===== src/sslp_pkg.sv =====
// Purpose: Shared constants for the synthesizer serial load port.
// Assumes: Word layout is 24 bits, select code in the two lowest bits.
// Notes:   Power-down and monitor field positions sit in the control latch.
package sslp_pkg;
    localparam int WORD_W = 24;
    localparam logic [1:0] SEL_CONTROL  = 2'h0;
    localparam logic [1:0] SEL_REFDIV   = 2'h1;
    localparam logic [1:0] SEL_FBDIV    = 2'h2;
    localparam logic [1:0] SEL_TEST     = 2'h3;
    localparam int PD1_BIT              = 20;
    localparam int PD2_BIT              = 21;
    localparam int MON_LSB              = 5;
    localparam int RST_VALUE            = 0;
    localparam logic [23:0] LATCH_RESET = 24'h000000;
    localparam logic [2:0] MON_LOCK     = 3'h1;
    localparam logic [2:0] MON_RFDIV    = 3'h2;
    localparam logic [2:0] MON_REFDIV   = 3'h4;
endpackage


===== src/sslp_port.sv =====
// Purpose: Serial programming port with chip-enable and monitor selection.
// Assumes: Serial clock, data, strobe and enable are asynchronous pins.
// Notes:   Pins are sampled by the system clock, so a latch updates three clocks after the
//          strobe pin rises and the power state follows the enable pin by three clocks.
// Operation
// - Each rising serial clock edge shifts the data level into the 24-bit register.
// - The two lowest word bits pick the destination latch and are not payload.
// - A rising load strobe copies the shift register into exactly one latch.
// - The latch is picked by the select bits present at the load moment.
// - A low chip enable keeps the device powered down regardless of settings.
// - A low chip enable puts the charge pump output into high impedance.
// - A high chip enable powers up only if the stored power-down bits allow it.
// - The monitor output carries lock detect, divided feedback or divided reference.
// - On power-down the series reference switch opens and the shunt closes.
// - Select 00 is control, 01 reference divider, 10 feedback divider, 11 test.
`timescale 1ns/10ps
module sslp_port
    import sslp_pkg::*;
#(
    parameter int W = WORD_W
)
(
    input  wire logic         clk_i,
    input  wire logic         rst_n_i,
    input  wire logic         serial_clock_i,
    input  wire logic         serial_data_i,
    input  wire logic         load_strobe_i,
    input  wire logic         chip_enable_i,
    input  wire logic         lock_detect_i,
    input  wire logic         rf_divided_i,
    input  wire logic         ref_divided_i,
    output logic [W-1:0]      control_latch_o,
    output logic [W-1:0]      refdiv_latch_o,
    output logic [W-1:0]      fbdiv_latch_o,
    output logic [W-1:0]      test_latch_o,
    output logic              powered_down_o,
    output logic              charge_pump_output_oe_o,
    output logic              ref_series_switch_closed_o,
    output logic              ref_shunt_switch_o,
    output logic              monitor_output_o
);
    logic [3:0]   sync1;
    logic [3:0]   sync2;
    logic [1:0]   prev;
    logic [W-1:0] shift;
    logic         sck_rise;
    logic         strobe_rise;
    logic         ce;
    logic         next_pd;
    logic [2:0]   mon_sel;
    logic [2:0]   mon_sync1;
    logic [2:0]   mon_sync2;

    // Rising edge of a synchronised pin against its level one clock earlier.
    function automatic logic rose_edge(input logic now_level, input logic last_level);
        return now_level & ~last_level;
    endfunction

    // Synchroniser first stage feeds only the second stage.
    always_ff @(posedge clk_i or negedge rst_n_i)
    begin
        if (!rst_n_i)
        begin
            sync1 <= 4'h0;
            sync2 <= 4'h0;
            prev  <= 2'h0;
        end
        else
        begin
            sync1 <= {chip_enable_i, load_strobe_i, serial_data_i, serial_clock_i};
            sync2 <= sync1;
            // A pin held high through reset shows one edge once released; hosts idle low.
            prev  <= {sync2[2], sync2[0]};
        end
    end

    // The monitor sources run on other clocks, so they pass two flip-flops as well.
    always_ff @(posedge clk_i or negedge rst_n_i)
    begin
        if (!rst_n_i)
        begin
            mon_sync1 <= 3'h0;
            mon_sync2 <= 3'h0;
        end
        else
        begin
            mon_sync1 <= {lock_detect_i, rf_divided_i, ref_divided_i};
            mon_sync2 <= mon_sync1;
        end
    end

    assign sck_rise    = rose_edge(sync2[0], prev[0]);
    assign strobe_rise = rose_edge(sync2[2], prev[1]);
    assign ce          = sync2[3];

    // Data is sampled together with the clock edge, so it shares its sync delay.
    always_ff @(posedge clk_i or negedge rst_n_i)
    begin
        if (!rst_n_i)
            shift <= LATCH_RESET[W-1:0];
        else if (sck_rise)
            shift <= {shift[W-2:0], sync2[1]};
    end

    always_ff @(posedge clk_i or negedge rst_n_i)
    begin
        if (!rst_n_i)
        begin
            control_latch_o <= LATCH_RESET[W-1:0];
            refdiv_latch_o  <= LATCH_RESET[W-1:0];
            fbdiv_latch_o   <= LATCH_RESET[W-1:0];
            test_latch_o    <= LATCH_RESET[W-1:0];
        end
        else if (strobe_rise)
        begin
            case (shift[1:0])
                SEL_CONTROL: control_latch_o <= shift;
                SEL_REFDIV:  refdiv_latch_o  <= shift;
                SEL_FBDIV:   fbdiv_latch_o   <= shift;
                SEL_TEST:    test_latch_o    <= shift;
                default:     control_latch_o <= control_latch_o;
            endcase
        end
    end

    // Either stored power-down bit holds the core down even with enable high.
    assign next_pd = ~ce | control_latch_o[PD1_BIT] | control_latch_o[PD2_BIT];

    always_ff @(posedge clk_i or negedge rst_n_i)
    begin
        if (!rst_n_i)
        begin
            powered_down_o             <= 1'b1;
            charge_pump_output_oe_o    <= 1'b0;
            ref_series_switch_closed_o <= 1'b0;
            ref_shunt_switch_o         <= 1'b1;
        end
        else
        begin
            powered_down_o             <= next_pd;
            charge_pump_output_oe_o    <= ce & ~next_pd;
            ref_series_switch_closed_o <= ~next_pd;
            ref_shunt_switch_o         <= next_pd;
        end
    end

    assign mon_sel = control_latch_o[MON_LSB+2:MON_LSB];

    always_ff @(posedge clk_i or negedge rst_n_i)
    begin
        if (!rst_n_i)
            monitor_output_o <= 1'b0;
        else
        begin
            case (mon_sel)
                MON_LOCK:   monitor_output_o <= mon_sync2[2];
                MON_RFDIV:  monitor_output_o <= mon_sync2[1];
                MON_REFDIV: monitor_output_o <= mon_sync2[0];
                default:    monitor_output_o <= 1'b0;
            endcase
        end
    end

    // Each check except AST_REF_SW looks one clock after its cause, because every output is registered.
    // They are off during reset, when all outputs sit at their reset levels.
    AST_SHIFT_IN: assert property (@(posedge clk_i) disable iff (!rst_n_i)
        sck_rise |=> shift[0] == $past(sync2[1]))
        else $error("shift register did not take data bit");

    AST_LOAD_SEL: assert property (@(posedge clk_i) disable iff (!rst_n_i)
        (strobe_rise && shift[1:0] == SEL_FBDIV) |=> fbdiv_latch_o == $past(shift))
        else $error("feedback latch not loaded");

    AST_LOAD_CTRL: assert property (@(posedge clk_i) disable iff (!rst_n_i)
        (strobe_rise && shift[1:0] == SEL_CONTROL) |=> control_latch_o == $past(shift)
            && $stable(refdiv_latch_o) && $stable(fbdiv_latch_o) && $stable(test_latch_o))
        else $error("control load touched another latch");

    AST_LOAD_REF: assert property (@(posedge clk_i) disable iff (!rst_n_i)
        (strobe_rise && shift[1:0] == SEL_REFDIV) |=> refdiv_latch_o == $past(shift)
            && $stable(control_latch_o) && $stable(fbdiv_latch_o) && $stable(test_latch_o))
        else $error("reference divider load touched another latch");

    AST_NO_LOAD: assert property (@(posedge clk_i) disable iff (!rst_n_i)
        !strobe_rise |=> $stable(control_latch_o) && $stable(refdiv_latch_o)
            && $stable(fbdiv_latch_o) && $stable(test_latch_o))
        else $error("latch changed without strobe");

    AST_CE_PD: assert property (@(posedge clk_i) disable iff (!rst_n_i)
        !ce |=> powered_down_o)
        else $error("not powered down with enable low");

    AST_CE_CP: assert property (@(posedge clk_i) disable iff (!rst_n_i)
        !ce |=> !charge_pump_output_oe_o)
        else $error("charge pump driven with enable low");

    AST_PD_BITS: assert property (@(posedge clk_i) disable iff (!rst_n_i)
        (ce && !control_latch_o[PD1_BIT] && !control_latch_o[PD2_BIT]) |=> !powered_down_o)
        else $error("did not power up");

    AST_PD_HOLD: assert property (@(posedge clk_i) disable iff (!rst_n_i)
        (control_latch_o[PD1_BIT] || control_latch_o[PD2_BIT]) |=> powered_down_o)
        else $error("stored power-down bit ignored");

    AST_REF_SW: assert property (@(posedge clk_i) disable iff (!rst_n_i)
        ref_shunt_switch_o != ref_series_switch_closed_o)
        else $error("reference switches inconsistent");

    AST_CE_REF: assert property (@(posedge clk_i) disable iff (!rst_n_i)
        !ce |=> ref_shunt_switch_o && !ref_series_switch_closed_o)
        else $error("reference pin still loaded with enable low");

    AST_MON: assert property (@(posedge clk_i) disable iff (!rst_n_i)
        mon_sel == MON_LOCK |=> monitor_output_o == $past(mon_sync2[2]))
        else $error("monitor not lock detect");

    AST_MON_RF: assert property (@(posedge clk_i) disable iff (!rst_n_i)
        mon_sel == MON_RFDIV |=> monitor_output_o == $past(mon_sync2[1]))
        else $error("monitor not divided feedback");

    AST_MON_REF: assert property (@(posedge clk_i) disable iff (!rst_n_i)
        mon_sel == MON_REFDIV |=> monitor_output_o == $past(mon_sync2[0]))
        else $error("monitor not divided reference");

    AST_MON_OFF: assert property (@(posedge clk_i) disable iff (!rst_n_i)
        (mon_sel != MON_LOCK && mon_sel != MON_RFDIV && mon_sel != MON_REFDIV)
            |=> !monitor_output_o)
        else $error("monitor active with no source selected");
endmodule // sslp_port


===== config.mk =====
export PLATFORM = sky130hd
export DESIGN_NAME = sslp_port
export DESIGN_NICKNAME = d
export VERILOG_FILES = /design/src/sslp_pkg.sv /design/src/sslp_port.sv
export SDC_FILE = /design/constraint.sdc
export NUM_CORES = 1
export LEC_CHECK = 0
export ABC_AREA = 1
export BUFFER_PORTS_ARGS = -buffer_cell sky130_fd_sc_hd__buf_2
export CAP_MARGIN = 20
export CELL_PAD_IN_SITES_DETAIL_PLACEMENT = 0
export CELL_PAD_IN_SITES_GLOBAL_PLACEMENT = 1
export CORE_AREA = 2 2 121 123
export CTS_BUF_LIST = sky130_fd_sc_hd__clkbuf_8
export DETAILED_ROUTE_END_ITERATION = 10
export DIE_AREA = 0 0 123 125
export PLACE_DENSITY_LB_ADDON = 0.05
export SYNTH_ARGS = -nofsm -noshare
export SYNTH_HDL_FRONTEND = slang
export SYNTH_SLANG_ARGS = --single-unit

===== constraint.sdc =====
create_clock -name clk_i -period 1.1 [get_ports clk_i]
set_input_delay 0.165 -clock clk_i [delete_from_list [all_inputs] [get_ports clk_i]]
set_output_delay 0.165 -clock clk_i [all_outputs]
set_load 0.005 [all_outputs]

Yosys cells after proc, flatten, opt, wreduce, memory -nomap -nowiden --
Index checks and enable logic that the tools add are counted.
Word-level totals: register bits 140, bits of input ports 9
Cells by class: multiplexer cells 1, bitwise gates (word level) 9, reduce and logical (&&, ||, !) cells 5, equality and inequality tests 6
Operators with widths (count):
- $reduce_and 2->1 | 4
- $eq 2x2->1 const B | 2
- $not 1->1 | 4
- $and 1x1->1 | 3
- $eq 3x1->1 const B | 1
- $eq 3x2->1 const B | 1
- $eq 3x3->1 const B | 1
- $pmux 1 s3 | 1
- $eq 2x1->1 const B | 1
- $logic_not 2->1 | 1
- $or 1x1->1 | 2

Logic depth before layout (Yosys ltp) --
word-level depth 5, gate-level depth with buffers 7

Worst setup path after synthesis --
No wires, ideal clock.
kind reg-to-reg, start point reg shift[0], end point reg control_latch_o[20], setup slack -92 ps, data arrival time 1076 ps, cell stages (with the launch flop) 6, data required time 983 ps, setup time 117 ps, path through dfrtp_1 > nor2_1 > nand2_1 > buf_2 > nand2_1 > nand2_1
Between the ends: cells in the longest elaborated chain, start to end 2
Ends and longest elaborated chain:
- from (decl) | line sslp_port.sv:45 | logic [W-1:0] shift;
- from (signal assigned) | line sslp_port.sv:100 | shift <= LATCH_RESET[W-1:0];
- from (signal assigned) | line sslp_port.sv:102 | shift <= {shift[W-2:0], sync2[1]};
- $logic_not 2->1 | line sslp_port.sv:116 | case (shift[1:0])
- $reduce_and 2->1 (no source line)
- to (signal assigned) | line sslp_port.sv:109 | control_latch_o <= LATCH_RESET[W-1:0];
- to (signal assigned) | line sslp_port.sv:117 | SEL_CONTROL: control_latch_o <= shift;
- to (signal assigned) | line sslp_port.sv:121 | default: control_latch_o <= control_latch_o;
- to (decl) | line sslp_port.sv:32 | output logic [W-1:0] control_latch_o,
No other way between the ends. A chain may end at the register's enable or synchronous reset.

Worst setup path in the final report --
start point reg prev[1], end point reg control_latch_o[9]
Between the ends: cells in the longest elaborated chain, start to end 3
Ends and longest elaborated chain:
- from (decl) | line sslp_port.sv:44 | logic [1:0] prev;
- from (signal assigned) | line sslp_port.sv:73 | prev <= {sync2[2], sync2[0]};
- $not 1->1 | line sslp_port.sv:56 | return now_level & ~last_level;
- $and 1x1->1 | line sslp_port.sv:56
- $reduce_and 2->1 (no source line)
No other way between the ends.

==> impl_metrics.csv <==
group,metric,value,unit
setup_path,timing.critical_path.from_type,"register",
timing,final-max-slew-violation-count,0,
placed_design,io_buffer_count,109,
clock_network,numCtsBuffers,17,
placed_design,placed_area,6130,sq um
global_route,grtUsageTotal,19.5,%
clock_network,cts.sinks,140,
global_route,pin_count_of_the_biggest_net_entering_global_routing,63,
drt,vias_per_cell,4.54,
global_route,grt.overflow.total,0,
setup_path,cp_data_arrival_time,1.59,ns
floorplanning,start_util,36.8,%
status,violations,"setup timing",
status,run_status,"complete, but fails checks",
clock_network,clock_tree_from_tritoncts,"yes",
setup_path,timing.critical_path.fanout_max,10,
cells_and_area,area_growth_syn_to_layout,46.4,%
cells_and_area,fillers,1332,
floorplanning,top_level_ports,110,
logic_synthesis,ys.warnings.count,0,
timing,maxSlewHeadroom,69.1,%
logic_synthesis,yosysSeqAreaShare,67.1,%
drt,dr.pass1.iters,4,
timing,setup_viol,192,
global_route,globalRoute.busiestLayer,"met1",
floorplanning,rows,44,
setup_path,r2r_slack,-0.15,ns
timing,hold_violations,0,
clock_network,clk_latency,0.45,ns
logic_synthesis,asyncSetResetFlopFracSynth,100,%
timing,timing.final.crit_period,1.25,ns
drt,dr_total_vias,4334,
pwr,power_per_cell_area,1970,nW/um^2
clock_network,max-clock-path-buffers,2,
floorplanning,fp.coreArea,14200,sq um
timing,worst-slew-pin-transition,0.463,ns
logic_synthesis,synth_top_cell_area_share,66.6,%
logic_synthesis,postSynthAreaPerCell,9.53,sq um
setup_path,reg2reg_from,"prev[1]",
setup_path,regToRegEndpoint,"control_latch_o[9]",
global_route,grt_antenna_before_repair,0,
floorplanning,fp.dieArea,15400,sq um
setup_path,cell_by_cell_trace_of_the_critical_path,"nor2_4, buf_4, nand2_4, buf_6, nand2_1, nand2_1",
cells_and_area,stdcell_area,7640,sq um
timing,clock_skew,0.0105,ns
setup_path,worst_path_max_delay_cell,"sky130_fd_sc_hd__dfrtp_1",
pwr,irDropWorstVdd,0.929,mV
clock_network,cts.htree.levels,4,
logic_synthesis,synth_area_leaders,"sky130_fd_sc_hd__dfrtp_1, sky130_fd_sc_hd__nand2_1, sky130_fd_sc_hd__nand3_1",
cells_and_area,num_antenna_cells,0,
setup_path,setup.worst_path.end_class,"register",
global_route,gr_met2_demand_resource,27.9,%
timing,unrepaired_setup_endpoints_after_global_routing,"yes",
pwr,p_leak,4.39,nW
clock_network,root_buffer,"sky130_fd_sc_hd__clkbuf_8",
global_route,grt.met3_usage,4.88,%
placed_design,hpwlAfterDp,8430,um
logic_synthesis,post_synth_num_cell_types,17,
global_route,grt_pass1_vias,4164,
logic_synthesis,dominantRegCellSynth,"sky130_fd_sc_hd__dfrtp_1",
clock_network,path_clk_slew,0.07,ns
timing,final.hold.worst_slack,0.0669,ns
placed_design,gp_congestion,0.752,
cells_and_area,final_layout_size_suffix_gt1_share,38.0,%
global_route,grtUsageMet1,29.0,%
run,cap_viol_max_count,0,
setup_path,slowest_delay,0.41,ns
drt,totalWireLength,14500,um
logic_synthesis,post_synth_design_cell_area,5220,sq um
worst_hold_path,holdCritPathClass,"in2async",
timing,setup_ws,-0.148,ns
logic_synthesis,ys_top_cells_by_count,"sky130_fd_sc_hd__nand2_1, sky130_fd_sc_hd__dfrtp_1, sky130_fd_sc_hd__nand3_1",
setup_path,critical_path_required,1.44,ns
cells_and_area,final_net_count,767,
global_route,grt_pass1_wl,22700,um
drt,initialDrtViolationCount,270,
drt,route.antenna.remaining_nets,0,
floorplanning,die_w,123,um
setup_path,register_to_register_path_depth,6,
logic_synthesis,synth_fp_nets,557,
timing,setup_total_negative_slack,-12.74,ns
cells_and_area,finished_core_util,53.8,%
logic_synthesis,synth-seq-cells,140,
timing,layout_worst_path_cycle_share,113,%
setup_path,critPathKind,"reg2reg",
logic_synthesis,yosysMostFrequentCell,"sky130_fd_sc_hd__nand2_1",
timing,achievable-frequency,0.801,GHz
logic_synthesis,syn-instance-count,548,
logic_synthesis,synth_enable_flop_cells,0,
pwr,power.total,15.1,mW
drt,dr_wl_cell,15.2,um
setup_path,critical-path-top-cell-by-count,"sky130_fd_sc_hd__nand2_1",
drt,route.detailed.drc,0,
logic_synthesis,synth_top_area_cell,"sky130_fd_sc_hd__dfrtp_1",
floorplanning,die_y,125,um
## cell usage in the layout (no fill, tap or decap), types with 3 or more instances in the layout
cell type                       count
sky130_fd_sc_hd__buf_6              8
sky130_fd_sc_hd__nor2_1             3
sky130_fd_sc_hd__clkbuf_16          3
sky130_fd_sc_hd__dlygate4sd3_1      8
sky130_fd_sc_hd__buf_12             8
sky130_fd_sc_hd__inv_1             17
sky130_fd_sc_hd__o21ai_0            3
sky130_fd_sc_hd__clkbuf_8          20
sky130_fd_sc_hd__nand2_4           14
sky130_fd_sc_hd__nand3_1           84
sky130_fd_sc_hd__clkinv_2           4
sky130_fd_sc_hd__buf_4             79
sky130_fd_sc_hd__buf_2            108
sky130_fd_sc_hd__a21boi_0           4
sky130_fd_sc_hd__dfrtp_1          137
sky130_fd_sc_hd__nand2_2           22
sky130_fd_sc_hd__inv_2              3
sky130_fd_sc_hd__nor2_4             4
sky130_fd_sc_hd__nand2_1          218
sky130_fd_sc_hd__buf_16             7
## how the worst max path moves through the flow
| stage | depth (start not counted) | from | endpoint |
|---|---|---|---|
| floorplan | 6 | prev[1] | fbdiv_latch_o[11] |
| finish | 6 | prev[1] | control_latch_o[9] |
| CTS | 1 | ref_shunt_switch_o | powered_down_o |
| global placement | 5 | shift[1] | test_latch_o[2] |
| detailed placement | 4 | prev[1] | refdiv_latch_o[21] |
| global route | 6 | prev[1] | control_latch_o[7] |
## worst max-delay path: cells and delay by family, from the launching register on
family / cells / cell delay, ns
buffers and inverters: 2 / 0.32
AND/OR/NAND/NOR: 4 / 0.40
flip-flops: 1 / 0.41
## per-layer routing
layer | vias to the layer above | wire (um)
li1 | 2152 | -
met1 | 2054 | 7070
met2 | 109 | 6320
met3 | 19 | 828
met4 | 0 | 248
met5 | - | 0
## sequential cells by signal, indices dropped and copies added (netlist names), 3 cells and up
| name | count |
|---|---|
| control_latch_o | 24 |
| fbdiv_latch_o | 24 |
| refdiv_latch_o | 24 |
| shift | 24 |
| test_latch_o | 24 |
| sync1 | 4 |
| sync2 | 4 |
| mon_sync1 | 3 |
| mon_sync2 | 3 |
## layout make-up
type	count	area, sq um	area share (%)
flip-flops and latches	140	3510	45.9
repair buffers	223	1760	23.0
multi-input cells	361	1710	22.3
clock buffers	20	275	3.60
well taps	184	230	3.01
clock inverters	12	106	1.39
inverters	15	56.3	0.736
## kinds of logic after synthesis
| group | count (synthesis) | synth area share [%] |
|---|---|---|
| AO/OA/AOI/OAI | 9 | 1.05 |
| buffers and inverters | 47 | 4.10 |
| flip-flops | 140 | 67.1 |
| AND/OR/NAND/NOR | 352 | 27.7 |
## power by group
part,internal (mW),total [mW],switching [mW]
combinational,2.15,3.90,1.75
sequential,6.26,7.19,0.925
clock,2.14,3.98,1.84
## through the flow
step	setup WS (ns)	std cells
detailed placement	-0.0678	834
floorplan	-0.0251	548
global placement	-0.0595	834
CTS	-0.170	928
finish	-0.148	955
global route	-0.209	955
## what timing repair did
item | in CTS | in global routing
pin swaps | 4 | 4
gates cloned | 8 | 3
hold buffers | 8 | 0
endpoints found under the hold margin | 147 | 0
setup buffers | 46 | 25
resized for setup | 33 | 50
endpoints found under the setup margin | 192 | 197
No activity file was read; power rests on OpenSTA's default activity.
